--- src/pkg/jpi_defines.vh ---
`ifndef JPI_DEFINES_VH
`define JPI_DEFINES_VH
`define JPI_ADDR_EN_HI 8'h04
`define JPI_ADDR_EN_LO 8'h05
`define JPI_ADDR_ST_HI 8'h06
`define JPI_ADDR_ST_LO 8'h07
`define JPI_ADDR_SEC 8'h08
`define JPI_ADDR_RAMP 8'h09
`define JPI_EN_RESET 16'h0000
`define JPI_ST_RESET 16'h0000
`define JPI_SEC_RESET 8'h00
`define JPI_BIT_SEC 15
`define JPI_BIT_LMIN 14
`define JPI_BIT_LMAX 13
`define JPI_BIT_DEC 12
`define JPI_BIT_INC 11
`define JPI_BIT_CDBL 10
`define JPI_BIT_CPRS 9
`define JPI_BIT_CREL 8
`define JPI_SEC_RAMP 6
`define JPI_EDGE_NONE 2'b00
`define JPI_EDGE_RISE 2'b01
`define JPI_EDGE_FALL 2'b10
`define JPI_EDGE_BOTH 2'b11
`define JPI_MODE_INPUT 2'b11
`endif

--- src/rtl/jpi_irq_unit.v ---
`timescale 1ns/1ns
`include "jpi_defines.vh"
// interrupt enable and status block behind the byte register port
module jpi_irq_unit (
   clk_sys,
   rst,
   addr_load,
   addr_val,
   wr_stb,
   wr_data,
   rd_stb,
   rd_data,
   btn_press,
   btn_release,
   centre_dbl,
   turn_up,
   turn_down,
   at_upper,
   at_lower,
   gp_in,
   gp1_conf,
   gp2_conf,
   gp3_conf,
   ramp_done,
   ramp_running,
   int_out,
   int_oe
);
   input wire clk_sys;
   input wire rst;
   input wire addr_load;
   input wire [7:0] addr_val;
   input wire wr_stb;
   input wire [7:0] wr_data;
   input wire rd_stb;
   output reg [7:0] rd_data;
   // button order: 0 north, 1 south, 2 east, 3 west, 4 centre
   input wire [4:0] btn_press;
   input wire [4:0] btn_release;
   input wire centre_dbl;
   input wire turn_up;
   input wire turn_down;
   input wire at_upper;
   input wire at_lower;
   input wire [2:0] gp_in;
   input wire [7:0] gp1_conf;
   input wire [7:0] gp2_conf;
   input wire [7:0] gp3_conf;
   input wire ramp_done;
   input wire [2:0] ramp_running;
   output reg int_out;
   output reg int_oe;

   reg [15:0] interrupt_enable_reg;
   reg [15:0] interrupt_status_reg;
   reg [15:0] interrupt_status_next;
   reg [7:0] secondary_event_status_reg;
   reg [7:0] secondary_event_status_next;
   reg [7:0] ramp_progress_status_reg;
   reg [7:0] rd_mux;
   reg at_upper_reg;
   reg at_lower_reg;
   wire [7:0] ptr;
   wire [5:0] edge_codes;
   wire [15:0] main_evt;
   wire [7:0] sec_evt;
   wire rd_st_hi;
   wire rd_st_lo;
   wire rd_sec;

   // step after every read or write byte
   jpi_reg_ptr u_ptr (
      .clk_sys(clk_sys),
      .rst(rst),
      .ptr_load(addr_load),
      .ptr_load_val(addr_val),
      .ptr_step(wr_stb | rd_stb),
      .ptr(ptr)
   );

   // one edge detector per pin; conf bits 4:3 select edges, 1:0 the mode
   genvar g;
   generate
      for (g = 0; g < 3; g = g + 1) begin : gp_edge
         wire [7:0] conf;
         assign conf = (g == 0) ? gp1_conf : (g == 1) ? gp2_conf : gp3_conf;
         jpi_edge_detect u_edge (
            .clk_sys(clk_sys),
            .rst(rst),
            .pin_in(gp_in[g]),
            .pin_mode(conf[1:0]),
            .edge_sel(conf[4:3]),
            .edge_code(edge_codes[2*g+1:2*g])
         );
      end
   endgenerate

   // limit flags fire on arrival at a limit, and once after reset if parked there, not while parked there later
   always @(posedge clk_sys) begin
      if (rst) begin
         at_upper_reg <= 1'b0;
         at_lower_reg <= 1'b0;
      end else begin
         at_upper_reg <= at_upper;
         at_lower_reg <= at_lower;
      end
   end

   // secondary events: pin fields, ramp bit, bit 7 never set
   assign sec_evt = {1'b0, ramp_done, edge_codes};

   // main events, lower byte matches enable layout
   assign main_evt = {
      |sec_evt,
      at_lower & ~at_lower_reg,
      at_upper & ~at_upper_reg,
      turn_down,
      turn_up,
      centre_dbl,
      btn_press[4], btn_release[4],
      btn_press[3], btn_release[3],
      btn_press[2], btn_release[2],
      btn_press[1], btn_release[1],
      btn_press[0], btn_release[0]
   };

   // read strobes of the clear-on-read registers
   assign rd_st_hi = rd_stb && (ptr == `JPI_ADDR_ST_HI);
   assign rd_st_lo = rd_stb && (ptr == `JPI_ADDR_ST_LO);
   assign rd_sec = rd_stb && (ptr == `JPI_ADDR_SEC);

   // read clears, a same-cycle event sets again so none is lost
   always @* begin
      interrupt_status_next = interrupt_status_reg;
      if (rd_st_hi) begin
         interrupt_status_next[15:8] = 8'h00;
      end
      if (rd_st_lo) begin
         interrupt_status_next[7:0] = 8'h00;
      end
      // flags set whatever the enables say
      interrupt_status_next = interrupt_status_next | main_evt;
      secondary_event_status_next = secondary_event_status_reg;
      if (rd_sec) begin
         secondary_event_status_next = 8'h00;
      end
      secondary_event_status_next = (secondary_event_status_next &
         8'h7f) | sec_evt;
   end

   // status registers and ramp progress mirror
   always @(posedge clk_sys) begin
      if (rst) begin
         interrupt_status_reg <= `JPI_ST_RESET;
         secondary_event_status_reg <= `JPI_SEC_RESET;
         ramp_progress_status_reg <= 8'h00;
      end else begin
         interrupt_status_reg <= interrupt_status_next;
         secondary_event_status_reg <= secondary_event_status_next;
         ramp_progress_status_reg <= {5'b0_0000, ramp_running};
      end
   end

   // enable register, host writable byte by byte
   always @(posedge clk_sys) begin
      if (rst) begin
         interrupt_enable_reg <= `JPI_EN_RESET;
      end else if (wr_stb && ptr == `JPI_ADDR_EN_HI) begin
         interrupt_enable_reg[15:8] <= wr_data;
      end else if (wr_stb && ptr == `JPI_ADDR_EN_LO) begin
         interrupt_enable_reg[7:0] <= wr_data;
      end
   end

   // open-drain line: drive low while something enabled is pending;
   // one enable bit per status flag gates the shared line, bit 15 for all secondary events
   always @(posedge clk_sys) begin
      if (rst) begin
         int_out <= 1'b1;
         int_oe <= 1'b0;
      end else begin
         int_out <= 1'b0;
         int_oe <= |(interrupt_status_next &
            interrupt_enable_reg);
      end
   end

   // read data; status registers are not host writable
   always @* begin
      case (ptr)
         `JPI_ADDR_EN_HI: rd_mux = interrupt_enable_reg[15:8];
         `JPI_ADDR_EN_LO: rd_mux = interrupt_enable_reg[7:0];
         `JPI_ADDR_ST_HI: rd_mux = interrupt_status_reg[15:8];
         `JPI_ADDR_ST_LO: rd_mux = interrupt_status_reg[7:0];
         `JPI_ADDR_SEC: rd_mux = secondary_event_status_reg;
         `JPI_ADDR_RAMP: rd_mux = ramp_progress_status_reg;
         default: rd_mux = 8'h00;
      endcase
   end

   // read byte registered on the strobe
   always @(posedge clk_sys) begin
      if (rst) begin
         rd_data <= 8'h00;
      end else if (rd_stb) begin
         rd_data <= rd_mux;
      end
   end
endmodule

--- src/rtl/jpi_edge_detect.v ---
`timescale 1ns/1ns
`include "jpi_defines.vh"
// edge event code for one general-purpose pin
module jpi_edge_detect (
   clk_sys,
   rst,
   pin_in,
   pin_mode,
   edge_sel,
   edge_code
);
   input wire clk_sys;
   input wire rst;
   input wire pin_in;
   input wire [1:0] pin_mode;
   input wire [1:0] edge_sel;
   output reg [1:0] edge_code;

   reg pin_last_reg;
   wire rise;
   wire fall;
   wire is_input;

   // previous sample for edge finding; reset loads the pin itself so a
   // pin idling high does not report a false rising edge after reset
   always @(posedge clk_sys) begin
      if (rst) begin
         pin_last_reg <= pin_in;
      end else begin
         pin_last_reg <= pin_in;
      end
   end

   assign is_input = (pin_mode == `JPI_MODE_INPUT);
   assign rise = pin_in & ~pin_last_reg;
   assign fall = ~pin_in & pin_last_reg;

   // code by selected edges, only in input mode
   always @* begin
      edge_code = `JPI_EDGE_NONE;
      if (is_input && rise && edge_sel[0]) begin
         edge_code = `JPI_EDGE_RISE;
      end else if (is_input && fall && edge_sel[1]) begin
         edge_code = `JPI_EDGE_FALL;
      end
   end
endmodule

--- src/rtl/jpi_reg_ptr.v ---
`timescale 1ns/1ns
// register address pointer with auto increment
module jpi_reg_ptr (
   clk_sys,
   rst,
   ptr_load,
   ptr_load_val,
   ptr_step,
   ptr
);
   input wire clk_sys;
   input wire rst;
   input wire ptr_load;
   input wire [7:0] ptr_load_val;
   input wire ptr_step;
   output reg [7:0] ptr;

   // load wins; a step follows every byte access
   always @(posedge clk_sys) begin
      if (rst) begin
         ptr <= 8'h00;
      end else if (ptr_load) begin
         ptr <= ptr_load_val;
      end else if (ptr_step) begin
         ptr <= ptr + 8'h01;
      end
   end
endmodule

--- config.mk ---
export PLATFORM = sky130hd
export DESIGN_NAME = jpi_irq_unit
export DESIGN_NICKNAME = d
export VERILOG_FILES = /design/src/rtl/jpi_irq_unit.v /design/src/rtl/jpi_edge_detect.v /design/src/rtl/jpi_reg_ptr.v
export VERILOG_INCLUDE_DIRS = /design/src /design/src/pkg
export SDC_FILE = /design/constraint.sdc
export NUM_CORES = 1
export LEC_CHECK = 0
export BUFFER_PORTS_ARGS = -buffer_cell sky130_fd_sc_hd__buf_4
export CORE_MARGIN = 3
export CORE_UTILIZATION = 45
export DETAILED_ROUTE_END_ITERATION = 10
export GPL_ROUTABILITY_DRIVEN = 0
export HOLD_SLACK_MARGIN = 0.03
export PLACE_DENSITY = 0.82
export SYNTH_ARGS = -nofsm -noshare
export SYNTH_HDL_FRONTEND = slang
export SYNTH_SLANG_ARGS = --single-unit
--- constraint.sdc ---
create_clock -name clk_sys -period 3.5 [get_ports clk_sys]
set_input_delay 0.525 -clock clk_sys [delete_from_list [all_inputs] [get_ports clk_sys]]
set_output_delay 0.525 -clock clk_sys [all_outputs]
set_load 0.05 [all_outputs]
# Word level (Yosys, flattened, before mapping)

Index checks and enable logic that the tools add are counted.
Widths: inputs -> output; s select.

Eq/ne operators: 9
Bitwise gates (word level): 21
Mux-type cells: 13
Reduce and logical (&&, ||, !) cells: 21
$add $sub $neg: 1

Operators with widths:

| kind                | number |
|---|---|
| $pmux 8 s6          | 1 |
| $eq 8x3->1 const B  | 4 |
| $mux 8              | 4 |
| $logic_and 1x1->1   | 17 |
| $and 16x16->16      | 1 |
| $eq 8x4->1 const B  | 2 |
| $or 16x16->16       | 1 |
| $reduce_or 16->1    | 1 |
| $mux 2              | 6 |
| $not 1->1           | 9 |
| $add 8x1->8 const B | 1 |
| $and 1x1->1         | 8 |
| $mux 7              | 1 |
| $or 7x7->7          | 1 |
| $reduce_or 7->1     | 1 |
| $eq 2x2->1 const B  | 3 |
| $reduce_and 2->1    | 1 |
| $reduce_bool 2->1   | 1 |
| $mux 1              | 1 |
| $or 1x1->1          | 1 |

Input bits: 67
Register bits: 70
Logic and storage cells: 80

# Logic depth before layout (Yosys ltp)

Gate-level depths: netlist of the first run.

Word-level depth: 10
Gate-level depth with buffers: 9
Gate-level depth less buffers: 8

# Modules after synthesis

A second synthesis of the first run with hierarchy kept.

Cells, all modules: 331
Area total of the unflattened synthesis: 2941.6 sq um

By module, submodules not included:

| module          | area each (sq um) | seq. area each (sq um) | times used | cells an instance |
|---|---|---|---|---|
| jpi_irq_unit    | 2357.3            | 1081.0                 | 1          | 263 |
| jpi_reg_ptr     | 464.2             | 160.2                  | 1          | 53 |
| jpi_edge_detect | 40.0              | 20.0                   | 3          | 5 |

# Worst setup path before layout of the first run

Ideal clock, no wire load.

Kind: reg-to-reg
From: reg u_ptr.ptr[4]
To: reg int_oe
Stages on the path, launching flop included: 8
Clock period less this slack: 2.331 ns
Arrival: 2.189 ns
Slack: 1.169 ns
Path through: dfxtp_1 -> or4_1 -> buf_2 -> or3_1 -> buf_2 -> a211o_1 -> a2111oi_2 -> a41oi_1

Word-level cells in the longest chain between the ends: 6
Elaborated cells between the ends (all ways): 9
Classes of those cells: 2 x eq/ne; 2 x mux; 2 x bitwise; 3 x reduce/logical

RTL lines:

| item                                        | RTL line                               | source |
|---|---|---|
| from (decl)                                 | jpi_reg_ptr.v:16                       | `output reg [7:0] ptr;` |
| from (signal assigned)                      | jpi_reg_ptr.v:23                       | `ptr <= ptr_load_val;` |
| from (signal assigned)                      | jpi_reg_ptr.v:25                       | `ptr <= ptr + 8'h01;` |
| $eq 8x3->1                                  | --                                     |  |
| $logic_and 1x1->1, on equally long branches | jpi_irq_unit.v:129, jpi_irq_unit.v:128 |  |
| $mux 8, on equally long branches            | jpi_irq_unit.v:138, jpi_irq_unit.v:135 |  |
| $or 16x16->16 (*)                           | jpi_irq_unit.v:142                     | `interrupt_status_next = interrupt_status_next \| main_evt;` |
| $and 16x16->16 (*)                          | jpi_irq_unit.v:183                     | `int_oe <= \|(interrupt_status_next &` |
| $reduce_or 16->1 (*)                        | jpi_irq_unit.v:183                     |  |
| to (signal assigned)                        | jpi_irq_unit.v:183                     |  |
| to (decl)                                   | jpi_irq_unit.v:52                      | `output reg int_oe;` |

Every way passes the cells marked *; elsewhere a longest branch is shown, timed or not.
A chain may end at the register's enable or synchronous reset.

# Final worst setup path of the first run

Same ends and word-level chain as after synthesis.

==> results.yml, run 1 <==
detailed_routing:
  wl_per_cell_um: 15.4
  drc: 0
  viasPerCell: 5.60
  first_pass_iters: 5
  drtAntennaViolNets: 0
  dr_total_vias: 2609
  drt_iter0_drc: 288
  routed_wl_um: 7170
grt:
  grt_max_degree: 63
  grtUsageTotal: 0.203
  grt-ovfl-total: 0
  antenna_found_initial: 0
  grt_pass1_vias: 2417
  grt_pass1_wl_um: 11600
yosys:
  syn_inst: 328
  syn-cell-area_um2: 2820
  ys.flop_type: "dfxtp_1"
  synth_cell_types: 40
  avgSynthCellArea_um2: 8.59
  yosysTopAreaCell: "dfxtp_1"
  yosysMostFrequentCell: "dfxtp_1"
  synthArstFlopShare: 0
  syn_nets: 399
  synth_area_leaders: "dfxtp_1 46%, a21oi_1 6.7%, nor2_1 6.4%"
  synth_enable_flop_cells: 0
  ys_ff_latch: 65
  synthTopCellsByCount: "65 x dfxtp_1, 48 x nor2_1, 38 x a21oi_1, 27 x nand2_1, 21 x nor2b_1"
  post-synth-top-area-fraction: 0.462
  yosysWarnings: 0
  synth.yosys.seq_area_share: 0.462
critical_path:
  worstPathArrival_ns: 2.83
  critical_path.max_fanout: 9
  start_kind: "flop"
  critPathKind: "reg2reg"
  cp-end-kind: "flop"
  required_ns: 3.70
timing:
  finalSetupViolations: 0
  relSlewSlack: 0.502
  period_needed_ns: 2.62
  final-max-slew-violation-count: 0
  max_freq_mhz: 381
  post-route-period-util: 0.749
  fin_worst_skew_ns: 0.00647
  hold_violations: 0
  tns_ns: 0
  worst_pin_slew_ns: 0.741
  rsz0062_at_grt: "no"
  finalWorstSetupSlack_ns: 0.877
clocking:
  clkLatencyLatePin_ns: 0.35
  cts_tree: "done"
  numCtsBuffers: 9
  cts-root-buf: "clkbuf_8"
  cts_max_level: 3
  cts_setup_buffers: 0
  path_clk_slew_ns: 0.07
  cts.hold.buffers_added: 0
  cts_resized: 0
  clockBufferDepth: 2
  clkSinkCount: 65
final_layout:
  nFillCells: 530
  finish.utilization: 0.586
  area_growth_pct: 24.6
  diodes: 0
  drive_gt1_frac: 0.217
  layout.nets: 457
die:
  dieArea_um2: 7250
  fp.dieH_um: 85.1
  num_io_pins: 77
  core_um2: 5990
  dieWidth_um: 85.1
  row_count: 28
  start_util: 0.470
power:
  p_total_mw: 1.55
  irDropWorstVdd_v: 0.000320
  powerDensity_nw_per_um2: 440
  p_leak_nw: 1.47
run_status:
  outcome: "complete, no violations"
flow_run:
  maxCapViolations: 0
placement:
  detailedPlace.worstSlack_ns: 0.910
  hpwl_um: 5120
  port_buffers: 64
min_path:
  min_path_type: "in2reg"
through the flow:
step	hold WS [ns]	std cells	area [um^2]
finish	0.291	466	3510
global route	0.276	466	3510
CTS	0.282	466	3510
detailed placement	0.476	450	3330
global placement	0.467	450	3330
floorplan	0.444	328	2820
path summary, 6_finish.rpt:
path | start | end | depth (start not counted) | slack (ns)
setup / recovery | u_ptr.ptr[4] | int_oe | 5 | 0.88
hold / removal | gp_in[1] | gp_edge[1].u_edge.pin_last_reg | 1 | 0.29
setup reg to reg | u_ptr.ptr[4] | int_oe | 5 | 0.88
hold reg to reg | interrupt_enable_reg[8] | interrupt_enable_reg[8] | 2 | 0.49
cells by family (layout without fill, tap and decap cells):
| group | count (synthesis) | count (layout) | share of synthesized area |
|---|---|---|---|
| xor gates and xnor gates | 6 | 6 | 0.0186 |
| buffers and inverters | 24 | 87 | 0.0329 |
| and+or+nand+nor | 125 | 125 | 0.208 |
| DFF | 65 | 65 | 0.462 |
| adders and majority gates | 4 | 4 | 0.0178 |
| muxes | 9 | 9 | 0.0320 |
| AOI/OAI and AO/OA | 95 | 95 | 0.229 |
worst max-delay path: stages (launching register included):
cell,delay (ns)
dfxtp_1,0.36
or4_1,0.66
or3_1,0.61
a211o_1,0.37
a2111oi_2,0.33
a41oi_1,0.15
final cells by class:
class                   instances  area [um^2]  area share
multi-input cells             239         1420       0.406
flip-flops and latches         65         1300       0.371
repair buffers                 65          488       0.139
clock buffers                  10          138      0.0392
well taps                      75         93.8      0.0267
clock inverters                 6         43.8      0.0125
inverters                       6         22.5     0.00641
where the power goes:
part / switching, mW / internal [mW]
Combinational: 0.0970 / 0.0832
Clock: 0.295 / 0.277
Sequential: 0.0236 / 0.771
cells in the final DEF (no fill, tap or decap), types with 7 or more instances in the layout:
cell type  Yosys  routed
a21o_1         7       7
a21oi_1       38      38
buf_4          0      65
clkbuf_8       0      10
dfxtp_1       65      65
mux2i_1        9       9
nand2_1       27      27
nand3_1       10      10
nor2_1        48      48
nor2b_1       21      21
nor3_1         7       7
o21ai_0       10      10
per-layer routing:
layer	track usage	vias to the layer above	wire, um
li1	-	1298	-
met1	0.252	1210	3060
met2	0.342	89	3520
met3	0.0641	12	484
met4	0.0518	0	103
met5	0	-	0
Note: power is estimated with default switching activity, not from simulation.
==> run 2, diff against run 1 <==
- PLACE_DENSITY: 0.82 -> 0.85
- clock period: 3.5 -> 2.36 ns (I/O delays scaled with it)
==> results.yml, run 2 (synthesis gave the netlist of run 1 again) <==
power:
  switching_power_mw: 0.653
  powerDensity_nw_per_um2: 668
  clkPwrFrac: 0.396
  combPwrFrac: 0.119
  swShare: 0.269
  p_leak_nw: 1.53
  p_int_mw: 1.77
  irDropWorstVdd_v: 0.000423
  pwr-share-seq: 0.484
detailed_routing:
  drt_iter0_drc: 332
  drc: 0
  first_pass_iters: 7
  dr_total_vias: 2788
  routed_wl_um: 7660
  viasPerCell: 5.82
  wl_per_cell_um: 16.0
  drtAntennaViolNets: 0
clocking:
  clkSinkCount: 65
  clockBufferDepth: 2
  cts-root-buf: "clkbuf_8"
  numCtsBuffers: 9
  cts_max_level: 3
  cts.hold.buffers_added: 0
  path_clk_slew_ns: 0.08
  cts_tree: "done"
  clkLatencyLatePin_ns: 0.36
timing:
  post-route-period-util: 0.964
  final-max-slew-violation-count: 0
  fin_worst_skew_ns: 0.0115
  finalSetupViolations: 0
  hold_ws_ns: 0.113
  hold_violations: 0
  rsz0062_at_grt: "no"
  period_needed_ns: 2.28
  worst_pin_slew_ns: 0.626
  relSlewSlack: 0.582
  max_freq_mhz: 440
die:
  row_count: 28
  dieArea_um2: 7250
  dieWidth_um: 85.1
  num_io_pins: 77
  start_util: 0.470
  fp.dieH_um: 85.1
  core_um2: 5990
critical_path:
  cp-end-kind: "flop"
  cp_slowest_cell: "or4_1"
  critPathKind: "reg2reg"
  crit_cells: 6
  path_buf_inv: 0
  reg2regPathDepth: 6
  crit_chain: "or4_1 > or3_4 > a21o_1 > a22o_1 > a221oi_2 > a41oi_1"
  critPathMaxStageDelay_ns: 0.56
  worstPathArrival_ns: 2.49
  required_ns: 2.57
  start_kind: "flop"
  critical_path.top_delay_family: "simple AND/OR/NAND/NOR gates"
  critical_path.max_fanout: 9
grt:
  grt_max_degree: 63
  grtUsageTotal: 0.217
  grt_pass1_vias: 2666
  grt_pass1_wl_um: 12500
  antenna_found_initial: 0
  grt-ovfl-total: 0
flow_run:
  maxCapViolations: 0
final_layout:
  multi_input_area_um2: 1430
  area_growth_pct: 28.9
  nFillCells: 532
  diodes: 0
  final_common_cell: "buf_4"
  drive_gt1_frac: 0.245
  finish.utilization: 0.606
  seqCellArea_um2: 1300
  layout_common_cells: "78 x buf_4, 65 x dfxtp_1, 48 x nor2_1, 38 x a21oi_1, 27 x nand2_1"
  postLayoutCellArea_um2: 3630
  layout.nets: 470
placement:
  dpl-instance-area_um2: 3430
  hpwl_um: 5450
  port_buffers: 64
min_path:
  min_path_cells: 1
  min_path_type: "in2reg"
run_status:
  outcome: "complete, no violations"
-- run 2: final timing paths --
check / start / to / slack (ns)
setup / recovery: u_ptr.ptr[5] / int_oe / 0.08
hold / removal: gp_in[1] / gp_edge[1].u_edge.pin_last_reg / 0.11
setup reg to reg: u_ptr.ptr[5] / int_oe / 0.08
hold reg to reg: interrupt_enable_reg[8] / interrupt_enable_reg[8] / 0.48
-- run 2: power groups by stage --
stage / logic (mW) / registers [mW] / clock network [mW]
2_1_floorplan: 0.140 / 1.21 / 0
3_3_place_gp: 0.278 / 1.20 / 0
3_5_place_dp: 0.285 / 1.20 / 0
4_1_cts: 0.288 / 1.17 / 0.968
5_1_grt: 0.316 / 1.18 / 1.02
6_report: 0.289 / 1.17 / 0.961
-- run 2: worst register-to-register path, cell delays in order (launching register included) --
cell	delay, ns
dfxtp_1	0.36
or4_1	0.56
or3_4	0.43
a21o_1	0.22
a22o_1	0.25
a221oi_2	0.18
a41oi_1	0.14
-- run 2: final cells by class --
type / instances / share of cell area
clock buffer: 9 / 0.0341
timing repair buffer: 78 / 0.161
sequential: 65 / 0.358
tap: 75 / 0.0258
multi-input combinational: 239 / 0.393
clock inverter: 7 / 0.0210
inverter: 6 / 0.00620
-- run 2: routing by layer --
layer | vias to the layer above | global-route usage | wire length (um)
met2 | 151 | 0.356 | 3660
li1 | 1319 | - | -
met1 | 1291 | 0.265 | 3090
met5 | - | 0 | 0
met4 | 0 | 0.0993 | 217
met3 | 27 | 0.0612 | 696
-- run 2: through the flow --
step,power [mW],setup slack (ns),std cells,TNS (ns)
finish,2.43,0.0850,479,0
global route,2.52,0.0266,479,0
CTS,2.43,0.0391,479,0
detailed placement,1.48,-0.0703,463,-0.0703
global placement,1.47,-0.0102,463,-0.0102
floorplan,1.35,0.0287,328,0
-- run 2: timing repair --
action,4_1_cts,5_1_grt
buffers inserted,0,0
pin swaps,0,1
resized for setup,1,0
endpoints found under the hold margin,0,0
endpoints found under the setup margin,1,1
